`config.mk`:
```
export PLATFORM = sky130hd
export DESIGN_NAME = basmu_unit
export DESIGN_NICKNAME = d
export VERILOG_FILES = /design/src/logic/basmu_pkg.sv /design/src/logic/basmu_unit.sv
export SDC_FILE = /design/constraint.sdc
export NUM_CORES = 1
export LEC_CHECK = 0
export ABC_AREA = 1
export BUFFER_PORTS_ARGS = -buffer_cell sky130_fd_sc_hd__buf_2
export CAP_MARGIN = 20
export CORE_ASPECT_RATIO = 0.9
export CORE_MARGIN = 5
export CORE_UTILIZATION = 24
export DETAILED_ROUTE_END_ITERATION = 8
export PLACE_DENSITY = 0.38
export SLEW_MARGIN = 20
export SYNTH_ARGS = -nofsm -noshare
export SYNTH_HDL_FRONTEND = slang
export SYNTH_SLANG_ARGS = --single-unit
```
`constraint.sdc`:
```
create_clock -name aclk -period 6.3 [get_ports aclk]
set_input_delay 0.63 -clock aclk [delete_from_list [all_inputs] [get_ports aclk]]
set_output_delay 0.63 -clock aclk [all_outputs]
set_load 0.01 [all_outputs]
```
`src/logic/basmu_pkg.sv`:
```
`default_nettype none

package basmu_pkg;
    // Register byte addresses
    localparam logic [7:0] ACC_OFFSET = 8'h00;
    localparam logic [7:0] FLAGS_OFFSET = 8'h04;
    localparam logic [7:0] CTRL_OFFSET = 8'h08;
    localparam logic [7:0] COUNT_OFFSET = 8'h0C;

    // Flag register bit positions
    localparam int ZERO_BIT = 0;
    localparam int NEGATIVE_BIT = 1;
    localparam int CARRY16_BIT = 2;
    localparam int CARRY32_BIT = 3;
    localparam int BORROW16_BIT = 4;
    localparam int BORROW32_BIT = 5;
    localparam int SIGN_ERROR_BIT = 6;
    localparam int FLAG_COUNT = 7;

    // Control register bit positions
    localparam int HOLD_BIT = 0;

    // Reset values
    localparam logic [31:0] ACC_RESET = 32'h0000_0000;
    localparam logic [6:0] FLAGS_RESET = 7'h00;
    localparam logic HOLD_RESET = 1'b0;

    // Instruction codes
    localparam logic [2:0] OP_ADD_WORD = 3'h1;
    localparam logic [2:0] OP_ADD_DOUBLE_WORD = 3'h2;
    localparam logic [2:0] OP_SUB_WORD = 3'h3;
    localparam logic [2:0] OP_SUB_DOUBLE_WORD = 3'h4;
    localparam logic [2:0] OP_MUL_WORD = 3'h5;

    // Bus responses
    localparam logic [1:0] RESP_OKAY = 2'h0;
    localparam logic [1:0] RESP_SLVERR = 2'h2;
endpackage : basmu_pkg

`default_nettype wire

```
`src/logic/basmu_unit.sv`:
```
`timescale 1ns/100ps
`default_nettype none

module basmu_unit #(
    parameter int COUNT_WIDTH = 16
) (
    input wire logic aclk,
    input wire logic aresetn,
    input wire logic step_valid,
    input wire logic rung_enable,
    input wire logic [2:0] opcode,
    input wire logic use_immediate,
    input wire logic [31:0] immediate,
    input wire logic [15:0] mem_word_lo,
    input wire logic [15:0] mem_word_hi,
    output logic [31:0] accumulator,
    output logic step_done,
    output logic zero_flag,
    output logic negative_flag,
    output logic carry16_flag,
    output logic carry32_flag,
    output logic borrow16_flag,
    output logic borrow32_flag,
    output logic sign_error_flag,
    input wire logic [7:0] s_axi_awaddr,
    input wire logic s_axi_awvalid,
    output logic s_axi_awready,
    input wire logic [31:0] s_axi_wdata,
    input wire logic [3:0] s_axi_wstrb,
    input wire logic s_axi_wvalid,
    output logic s_axi_wready,
    output logic [1:0] s_axi_bresp,
    output logic s_axi_bvalid,
    input wire logic s_axi_bready,
    input wire logic [7:0] s_axi_araddr,
    input wire logic s_axi_arvalid,
    output logic s_axi_arready,
    output logic [31:0] s_axi_rdata,
    output logic [1:0] s_axi_rresp,
    output logic s_axi_rvalid,
    input wire logic s_axi_rready
);

    typedef struct packed {
        logic [31:0] acc;
        logic [basmu_pkg::FLAG_COUNT-1:0] flags;
        logic hold;
        logic [COUNT_WIDTH-1:0] count;
        logic done;
        logic aw_ok;
        logic [7:0] aw_addr;
        logic w_ok;
        logic [31:0] w_data;
        logic [3:0] w_strb;
        logic awready;
        logic wready;
        logic bvalid;
        logic [1:0] bresp;
        logic arready;
        logic rvalid;
        logic [31:0] rdata;
        logic [1:0] rresp;
    } basmu_state_t;

    basmu_state_t state;
    basmu_state_t next_state;

    // ----------------------------------------------------------------
    // Helpers
    // ----------------------------------------------------------------
    function automatic logic [31:0] basmu_merge(input logic [31:0] old_value,
                                                input logic [31:0] data,
                                                input logic [3:0] strb);
        logic [31:0] merged;
        merged = old_value;
        for (int i = 0; i < 4; i++) begin
            if (strb[i]) begin
                merged[i*8 +: 8] = data[i*8 +: 8];
            end
        end
        return merged;
    endfunction : basmu_merge

    function automatic logic basmu_mapped(input logic [7:0] addr);
        logic hit;
        case (addr)
            basmu_pkg::ACC_OFFSET,
            basmu_pkg::FLAGS_OFFSET,
            basmu_pkg::CTRL_OFFSET,
            basmu_pkg::COUNT_OFFSET: hit = 1'b1;
            default: hit = 1'b0;
        endcase
        return hit;
    endfunction : basmu_mapped

    // Unmapped words answer with an error, reads and writes alike
    function automatic logic [1:0] basmu_resp(input logic [7:0] addr);
        return basmu_mapped(addr) ? basmu_pkg::RESP_OKAY : basmu_pkg::RESP_SLVERR;
    endfunction : basmu_resp

    function automatic logic [31:0] basmu_read_word(input logic [7:0] addr,
                                                    input basmu_state_t st);
        logic [31:0] word;
        case (addr)
            basmu_pkg::ACC_OFFSET: word = st.acc;
            basmu_pkg::FLAGS_OFFSET: word = {25'h0, st.flags};
            basmu_pkg::CTRL_OFFSET: word = {31'h0, st.hold};
            basmu_pkg::COUNT_OFFSET: word = 32'(st.count);
            default: word = 32'h0000_0000;
        endcase
        return word;
    endfunction : basmu_read_word

    // ----------------------------------------------------------------
    // Arithmetic helpers
    // ----------------------------------------------------------------
    // Bit 16 of the sum is the carry out
    function automatic logic [16:0] basmu_add17(input logic [15:0] a,
                                                input logic [15:0] b);
        return {1'b0, a} + {1'b0, b};
    endfunction : basmu_add17

    // Bit 16 of the difference is the borrow out
    function automatic logic [16:0] basmu_sub17(input logic [15:0] a,
                                                input logic [15:0] b);
        return {1'b0, a} - {1'b0, b};
    endfunction : basmu_sub17

    // Like signs in and the other sign out is a signed overflow
    function automatic logic basmu_overflow(input logic a_msb,
                                            input logic b_msb,
                                            input logic sum_msb);
        return (a_msb == b_msb) && (sum_msb != a_msb);
    endfunction : basmu_overflow

    // ----------------------------------------------------------------
    // Reset value
    // ----------------------------------------------------------------
    function automatic basmu_state_t basmu_reset_state();
        basmu_state_t st;
        st = '0;
        st.acc = basmu_pkg::ACC_RESET;
        st.flags = basmu_pkg::FLAGS_RESET;
        st.hold = basmu_pkg::HOLD_RESET;
        return st;
    endfunction : basmu_reset_state

    // ----------------------------------------------------------------
    // Arithmetic
    // ----------------------------------------------------------------
    logic [15:0] op16;
    logic [31:0] op32;
    logic [16:0] add16;
    logic [16:0] sub16;
    logic [32:0] add32;
    logic [32:0] sub32;
    logic [16:0] add32_low;
    logic [16:0] sub32_low;
    logic [31:0] product;
    logic step_taken;

    always_comb begin
        // Immediate sources clip to their documented width
        op16 = use_immediate ? immediate[15:0] : mem_word_lo;
        op32 = use_immediate ? immediate : {mem_word_hi, mem_word_lo};
        add16 = basmu_add17(state.acc[15:0], op16);
        sub16 = basmu_sub17(state.acc[15:0], op16);
        add32 = {1'b0, state.acc} + {1'b0, op32};
        sub32 = {1'b0, state.acc} - {1'b0, op32};
        add32_low = basmu_add17(state.acc[15:0], op32[15:0]);
        sub32_low = basmu_sub17(state.acc[15:0], op32[15:0]);
        // Only the low accumulator half enters the product
        product = 32'(state.acc[15:0]) * 32'(op16);
        // Steps without the rung condition leave acc and flags alone
        step_taken = step_valid && rung_enable && !state.hold;
    end

    // ----------------------------------------------------------------
    // Next state
    // ----------------------------------------------------------------
    always_comb begin
        logic [31:0] result;
        logic valid_op;
        logic aw_now;
        logic w_now;
        logic [7:0] waddr;
        logic [31:0] wdata;
        logic [3:0] wstrb;
        result = state.acc;
        valid_op = 1'b1;
        aw_now = 1'b0;
        w_now = 1'b0;
        waddr = state.aw_addr;
        wdata = state.w_data;
        wstrb = state.w_strb;
        next_state = state;
        next_state.done = 1'b0;

        // Write channel capture, address and data in either order
        if (s_axi_awvalid && state.awready) begin
            next_state.aw_ok = 1'b1;
            next_state.aw_addr = s_axi_awaddr;
            waddr = s_axi_awaddr;
        end
        if (s_axi_wvalid && state.wready) begin
            next_state.w_ok = 1'b1;
            next_state.w_data = s_axi_wdata;
            next_state.w_strb = s_axi_wstrb;
            wdata = s_axi_wdata;
            wstrb = s_axi_wstrb;
        end
        aw_now = next_state.aw_ok;
        w_now = next_state.w_ok;

        if (aw_now && w_now && !state.bvalid) begin
            next_state.aw_ok = 1'b0;
            next_state.w_ok = 1'b0;
            next_state.bvalid = 1'b1;
            next_state.bresp = basmu_resp(waddr);
            if (waddr == basmu_pkg::ACC_OFFSET) begin
                next_state.acc = basmu_merge(state.acc, wdata, wstrb);
            end
            if (waddr == basmu_pkg::CTRL_OFFSET && wstrb[0]) begin
                next_state.hold = wdata[basmu_pkg::HOLD_BIT];
            end
        end else if (state.bvalid && s_axi_bready) begin
            next_state.bvalid = 1'b0;
        end

        // Sequencer step; overrides a software load of the accumulator
        if (step_taken) begin
            case (opcode)
                basmu_pkg::OP_ADD_WORD: begin
                    result = {15'h0, add16};
                    next_state.flags[basmu_pkg::CARRY16_BIT] = add16[16];
                    next_state.flags[basmu_pkg::CARRY32_BIT] = 1'b0;
                    next_state.flags[basmu_pkg::SIGN_ERROR_BIT] =
                        basmu_overflow(state.acc[15], op16[15], add16[15]);
                end
                basmu_pkg::OP_ADD_DOUBLE_WORD: begin
                    result = add32[31:0];
                    next_state.flags[basmu_pkg::CARRY16_BIT] = add32_low[16];
                    next_state.flags[basmu_pkg::CARRY32_BIT] = add32[32];
                    next_state.flags[basmu_pkg::SIGN_ERROR_BIT] =
                        basmu_overflow(state.acc[31], op32[31], add32[31]);
                end
                basmu_pkg::OP_SUB_WORD: begin
                    result = {16'h0000, sub16[15:0]};
                    next_state.flags[basmu_pkg::BORROW16_BIT] = sub16[16];
                    next_state.flags[basmu_pkg::BORROW32_BIT] = 1'b0;
                end
                basmu_pkg::OP_SUB_DOUBLE_WORD: begin
                    result = sub32[31:0];
                    next_state.flags[basmu_pkg::BORROW16_BIT] = sub32_low[16];
                    next_state.flags[basmu_pkg::BORROW32_BIT] = sub32[32];
                end
                basmu_pkg::OP_MUL_WORD: begin
                    // Carry, borrow and sign error keep their values
                    result = product;
                end
                default: begin
                    valid_op = 1'b0;
                end
            endcase
            if (valid_op) begin
                // Result and flags land on the same edge
                next_state.acc = result;
                next_state.flags[basmu_pkg::ZERO_BIT] = result == 32'h0000_0000;
                next_state.flags[basmu_pkg::NEGATIVE_BIT] = result[31];
                // Taken-step counter wraps silently
                next_state.count = state.count + COUNT_WIDTH'(1);
                next_state.done = 1'b1;
            end
        end

        // Read channel; reads show the state before this edge
        if (s_axi_arvalid && state.arready) begin
            next_state.rvalid = 1'b1;
            next_state.rresp = basmu_resp(s_axi_araddr);
            next_state.rdata = basmu_read_word(s_axi_araddr, state);
        end else if (state.rvalid && s_axi_rready) begin
            next_state.rvalid = 1'b0;
        end

        // One outstanding transfer each way keeps the slave simple
        next_state.awready = !next_state.aw_ok && !next_state.bvalid;
        next_state.wready = !next_state.w_ok && !next_state.bvalid;
        next_state.arready = !next_state.rvalid;
    end

    // ----------------------------------------------------------------
    // State register
    // ----------------------------------------------------------------
    always_ff @(posedge aclk) begin
        if (!aresetn) begin
            // Readies stay low through reset and rise one edge after
            state <= basmu_reset_state();
        end else begin
            // Untouched flags keep their last value
            state <= next_state;
        end
    end

    // ----------------------------------------------------------------
    // Outputs
    // ----------------------------------------------------------------
    assign accumulator = state.acc;
    assign step_done = state.done;
    assign zero_flag = state.flags[basmu_pkg::ZERO_BIT];
    assign negative_flag = state.flags[basmu_pkg::NEGATIVE_BIT];
    assign carry16_flag = state.flags[basmu_pkg::CARRY16_BIT];
    assign carry32_flag = state.flags[basmu_pkg::CARRY32_BIT];
    assign borrow16_flag = state.flags[basmu_pkg::BORROW16_BIT];
    assign borrow32_flag = state.flags[basmu_pkg::BORROW32_BIT];
    assign sign_error_flag = state.flags[basmu_pkg::SIGN_ERROR_BIT];
    assign s_axi_awready = state.awready;
    assign s_axi_wready = state.wready;
    assign s_axi_bvalid = state.bvalid;
    assign s_axi_bresp = state.bresp;
    assign s_axi_arready = state.arready;
    assign s_axi_rvalid = state.rvalid;
    assign s_axi_rdata = state.rdata;
    assign s_axi_rresp = state.rresp;

endmodule : basmu_unit

`default_nettype wire

```
# After elaboration in Yosys (flattened, before gate mapping)
# Index checks and enable logic that the tools add are counted.
# totals
ff_bits	144
in_bits	129
output_inout_bits	81
word_cells	113
# op_classes
add_sub_neg	7
multipliers	1
eq_ne	15
mux	37
reduce_logical	33
# op_table
operator	n
2-to-1 mux 32 bit	6
one-hot mux 32 bit (5 select lines)	1
one-hot mux 32 bit (4 select lines)	1
2-to-1 mux 8 bit	5
2-to-1 mux 39 bit	1
2-to-1 mux 37 bit	1
adder 16 x 16 -> 17 bit	2
subtractor 16 x 16 -> 17 bit	2
adder 32 x 32 -> 33 bit	1
subtractor 32 x 32 -> 33 bit	1
== test 8 x 4 -> 1 bit (second input constant)	4
logical NOT 32 bit	1
multiplier 16 x 16 -> 32 bit	1
adder 16 x 1 -> 16 bit (second input constant)	1
== test 8 x 3 -> 1 bit (second input constant)	2
logical NOT 8 bit	2
2-to-1 mux 16 bit	1
logical AND 1 bit	14
2-to-1 mux 1 bit	13
AND reduction 2 bit	5
2-to-1 mux 9 bit	1
one-hot mux 2 bit (2 select lines)	2
OR reduction 4 bit	2
== test 3 x 2 -> 1 bit (second input constant)	2
other kinds (10)	21

# Logic depth before layout (Yosys ltp)
# logic_depth
depth_word	7
ltp_mapped	38

# Least setup slack after synthesis
# Ideal clock, no wire load.
# synth_timing
path_kind	in2reg
startpoint	in use_immediate
endpoint	reg state, in the netlist zero_flag
arrival_ps	6573
t_required_ps	6236
slack_ps	-336
path_stages	37
path_buffers	2
path_cell_list	inv_1 > clkbuf_1 > or2_2 > nand2_1 > inv_1 > clkbuf_1 > ha_1 > inv_1 > fa_1 > inv_1 > fa_1 > inv_1 > fa_1 > inv_1 > fa_1 > fa_1 > inv_1 > fa_1 > inv_1 > ha_1 > nand2_1 > nor2_1 > and2_1 > nand2_1 > nand2_1 > nand2_1 > nand2_1 > nand2_1 > nand3_1 > nand2_1 > nor2_1 > nand2_1 > nor2_1 > nand3_1 > nor2_1 > nor2_1 > nor2_1
# synth_between
elab_chain_len	5
elab_cells_between_ends	10
cone_classes	add/sub: 4; mul: 1; mux: 4; reduce/logical: 1
# synth_rtl
item	line	text
from (decl)	basmu_unit.sv:12	input wire logic use_immediate,
2-to-1 mux 16 bit or 2-to-1 mux 32 bit (tied branches)	basmu_unit.sv:164, basmu_unit.sv:165	
multiplier 16 x 16 -> 32 bit (tied with other cells)	basmu_unit.sv:173	product = 32'(state.acc[15:0]) * 32'(op16);
one-hot mux 32 bit (5 select lines) *	basmu_unit.sv:232	case (opcode)
2-to-1 mux 32 bit *	basmu_unit.sv:231	if (step_taken) begin
logical NOT 32 bit *	basmu_unit.sv:268	next_state.flags[basmu_pkg::ZERO_BIT] = result == 32'h0000_0000;
to (signal assigned)	basmu_unit.sv:297	state <= basmu_reset_state();
to (signal assigned)	basmu_unit.sv:300	state <= next_state;
to (decl)	basmu_unit.sv:65	basmu_state_t state;
# Mark *: on every way between the ends. The rest lies on a longest branch, timed or not. The select of a mux whose other input is x is not followed.
# A chain may end at the register's enable or synchronous reset.

# Worst setup path in the final report
# Ends and elaborated chain as after synthesis.

==> flow_summary.yaml <==
clocking:
  hold_buffers: 0
  htreeDepth: 4
  clockBufferDepth: 2
  cts_made_buffers: 17
  root_buffer: "clkbuf_16"
  cts_tree: "done"
  worstSkewPairLatency_ps: 440
  clock-sinks: 142
  cts.clk_slew.worst_paths_ps: 70
timing:
  fin_tns_setup_ps: -575
  slew_headroom: 0.382
  timing.final.ws_setup_ps: -184
  hold_viol: 0
  rsz0062_at_grt: "yes"
  post-route-period-util: 1.03
  clock_skew_ps: 11.4
  hold_slack_ps: 452
  maxSlewViolCount: 0
  worstMarginPinSlew_ps: 918
  period_needed_ps: 6480
  clock.fmax_mhz: 154
  setup_violations: 7
pwr:
  p_int_w: 0.00320
  p_total_w: 0.00593
  power.switching_w: 0.00273
  p_sw_frac: 0.460
  power_frac_seq: 0.166
  leakage_nw: 14.0
  combPwrFrac: 0.647
  p_per_area_nw_per_um2: 220
  ir_drop_uv: 184
  clkPwrFrac: 0.187
setup_path:
  cp.required_ps: 6670
  slowest_stage: "fa_1"
  cp_common_cell: "fa_1"
  cp_max_fo: 6
  slowest_delay_ps: 590
  reg2reg_depth: 33
  start_kind: "primary input"
  end_kind: "flop"
  path_class: "primary input to flop"
  worstPathArrival_ps: 6860
synthesis:
  yosysWarnings: 0
  syn_area_um2: 21200
  synth_seq_area_share: 0.134
  synth_flop_cell: "dfxtp_1"
  synth.most_common_cell: "nand2_1"
  postSynth.asyncResetShare: 0
  post-synth-top-area-cell: "fa_1"
  synth.distinct_cells: 52
  syn_avg_cell_area_um2: 6.52
  synth.top_cells.by_area: "fa_1, nand2_1, dfxtp_1"
  synth_commonest_cells: "nand2_1, inv_1, nor2_1, fa_1, nand3_1"
  synth_top_area_frac: 0.186
  ys_ff_latch: 142
  synth_edf_count: 0
  synthCells: 3245
drt:
  vias: 21100
  dr.first_iter.drc_count: 1561
  drc: 0
  vias_per_cell: 4.43
  route.final.wire_length_um: 96000
  detail_route.wl_per_cell_um: 20.2
  firstDrtPassIters: 6
  postRouteAntennaNets: 0
die:
  start_util: 0.241
  die_w_um: 323
  core_um2: 87600
  die_area_um2: 94200
  placementRows: 103
  io_pins: 210
  die_h_um: 292
run:
  max_cap_violations: 0
place:
  gp_congestion: 0.928
  place_ws_ps: -1190
  numPortBuffers: 207
  dp_hpwl_um: 82400
grt:
  grt_pass1_wl_um: 141000
  grt_pass1_vias: 20900
  antenna_found_initial: 4
  grt_max_degree: 60
  globalRouteTotalUtil: 0.200
  grt_remaining_overflow: 0
layout:
  area.growth.synth_to_final_pct: 27.5
  nNetsFinal: 4083
  drive_gt1_frac: 0.249
  final_util: 0.308
min_path:
  whs_path_depth: 3
  hp-class: "primary input to flop"
run_status:
  violations: "negative setup slack"
  status: "finished, violations left"
[critical path: cells and delay by family]
kind                     cells  cell delay (ps)
AO/OA/AOI/OAI                1               90
buffers and inverters       11             1140
adder cells (fa/ha/maj)      7             3380
AND/OR/NAND/NOR             17             1620
[registers in the layout, indices dropped and copies added, names as in the netlist]
signal and count:
negative_flag 1, sign_error_flag 1, s_axi_bresp 1, step_done 1
s_axi_wready 1, state 63, borrow16_flag 1, s_axi_rvalid 1
carry32_flag 1, s_axi_rdata 32, s_axi_awready 1, accumulator 32
s_axi_rresp 1, zero_flag 1, carry16_flag 1, s_axi_bvalid 1
s_axi_arready 1, borrow32_flag 1
[power by group through the flow]
stage	registers, W	logic (W)	clock network, W
2_1_floorplan	0.000990	0.00180	0
3_3_place_gp	0.00101	0.00308	0
3_5_place_dp	0.00101	0.00304	0
4_1_cts	0.000987	0.00353	0.00113
5_1_grt	0.000992	0.00421	0.00117
6_report	0.000987	0.00384	0.00111
[per-stage QoR]
step	cell area (µm²)	cells
floorplan	21300	3246
global placement	24700	4678
detailed placement	24700	4678
CTS	26300	4739
global route	27000	4756
finish	27000	4758
[layout make-up]
type,instances,area [µm²]
inverter,626,2380
fill,9860,60700
clock buffer,18,429
multi-input combinational,2312,16200
sequential,142,2840
antenna,2,5.00
clock inverter,13,189
tap,1155,1450
timing repair buffer,490,3480
[logic make-up (layout without fill, tap and decap cells)]
logic type | after synthesis | in the layout | share of synthesized area
AOI/OAI and AO/OA | 332 | 332 | 0.0860
muxes | 38 | 38 | 0.0180
buffers and inverters | 792 | 1147 | 0.159
other | 1 | 4 | 0.000177
adders and majority gates | 365 | 365 | 0.285
xor gates and xnor gates | 9 | 9 | 0.00373
DFF | 142 | 142 | 0.134
and+or+nand+nor | 1566 | 1566 | 0.314
[layer usage]
layer / vias up / share of wire / track usage / wire (µm)
met3: 62 / 0.061 / 0.0417 / 5880
met2: 551 / 0.42 / 0.300 / 40700
met5: - / 0.00013 / 0 / 12
met4: 2 / 0.016 / 0.0308 / 1530
li1: 10600 / - / - / -
met1: 9904 / 0.50 / 0.300 / 47800
[layout by cell type, fill, tap and decap left out, types with 16 or more instances in the layout]
cell type,synthesis,layout
buf_4,79,242
clkbuf_16,0,17
a21oi_2,8,16
nand2_2,12,62
ha_1,169,142
buf_2,14,206
mux2i_1,38,38
or2_2,43,34
dfxtp_1,142,142
buf_12,0,17
ha_4,0,24
nor3_1,27,24
nand4_1,24,24
inv_2,21,51
inv_1,594,553
fa_2,0,16
nand3_1,175,147
nand2_1,847,778
o21ai_0,118,109
nand2_4,1,18
nor2_2,21,45
nor2_1,366,329
nand3_2,7,28
a21oi_1,144,129
buf_6,9,21
fa_1,196,180
[timing repair]
item / CTS / global route
endpoints found under the setup margin: 23 / 24
gates resized for setup: 172 / 159
hold endpoints to repair: 0 / 0
gates cloned: 0 / 0
buffers inserted: 31 / 16
pin swaps: 74 / 80
[path summary, 6_finish.rpt]
check | slack, ps | end | from
setup / recovery | -180 | zero_flag | use_immediate
hold / removal | 450 | state[79] | s_axi_awaddr[1]
setup reg to reg | 10 | zero_flag | accumulator[8]
hold reg to reg | 460 | s_axi_rdata[5] | s_axi_rdata[5]
Power figures use the tool's default switching activity.
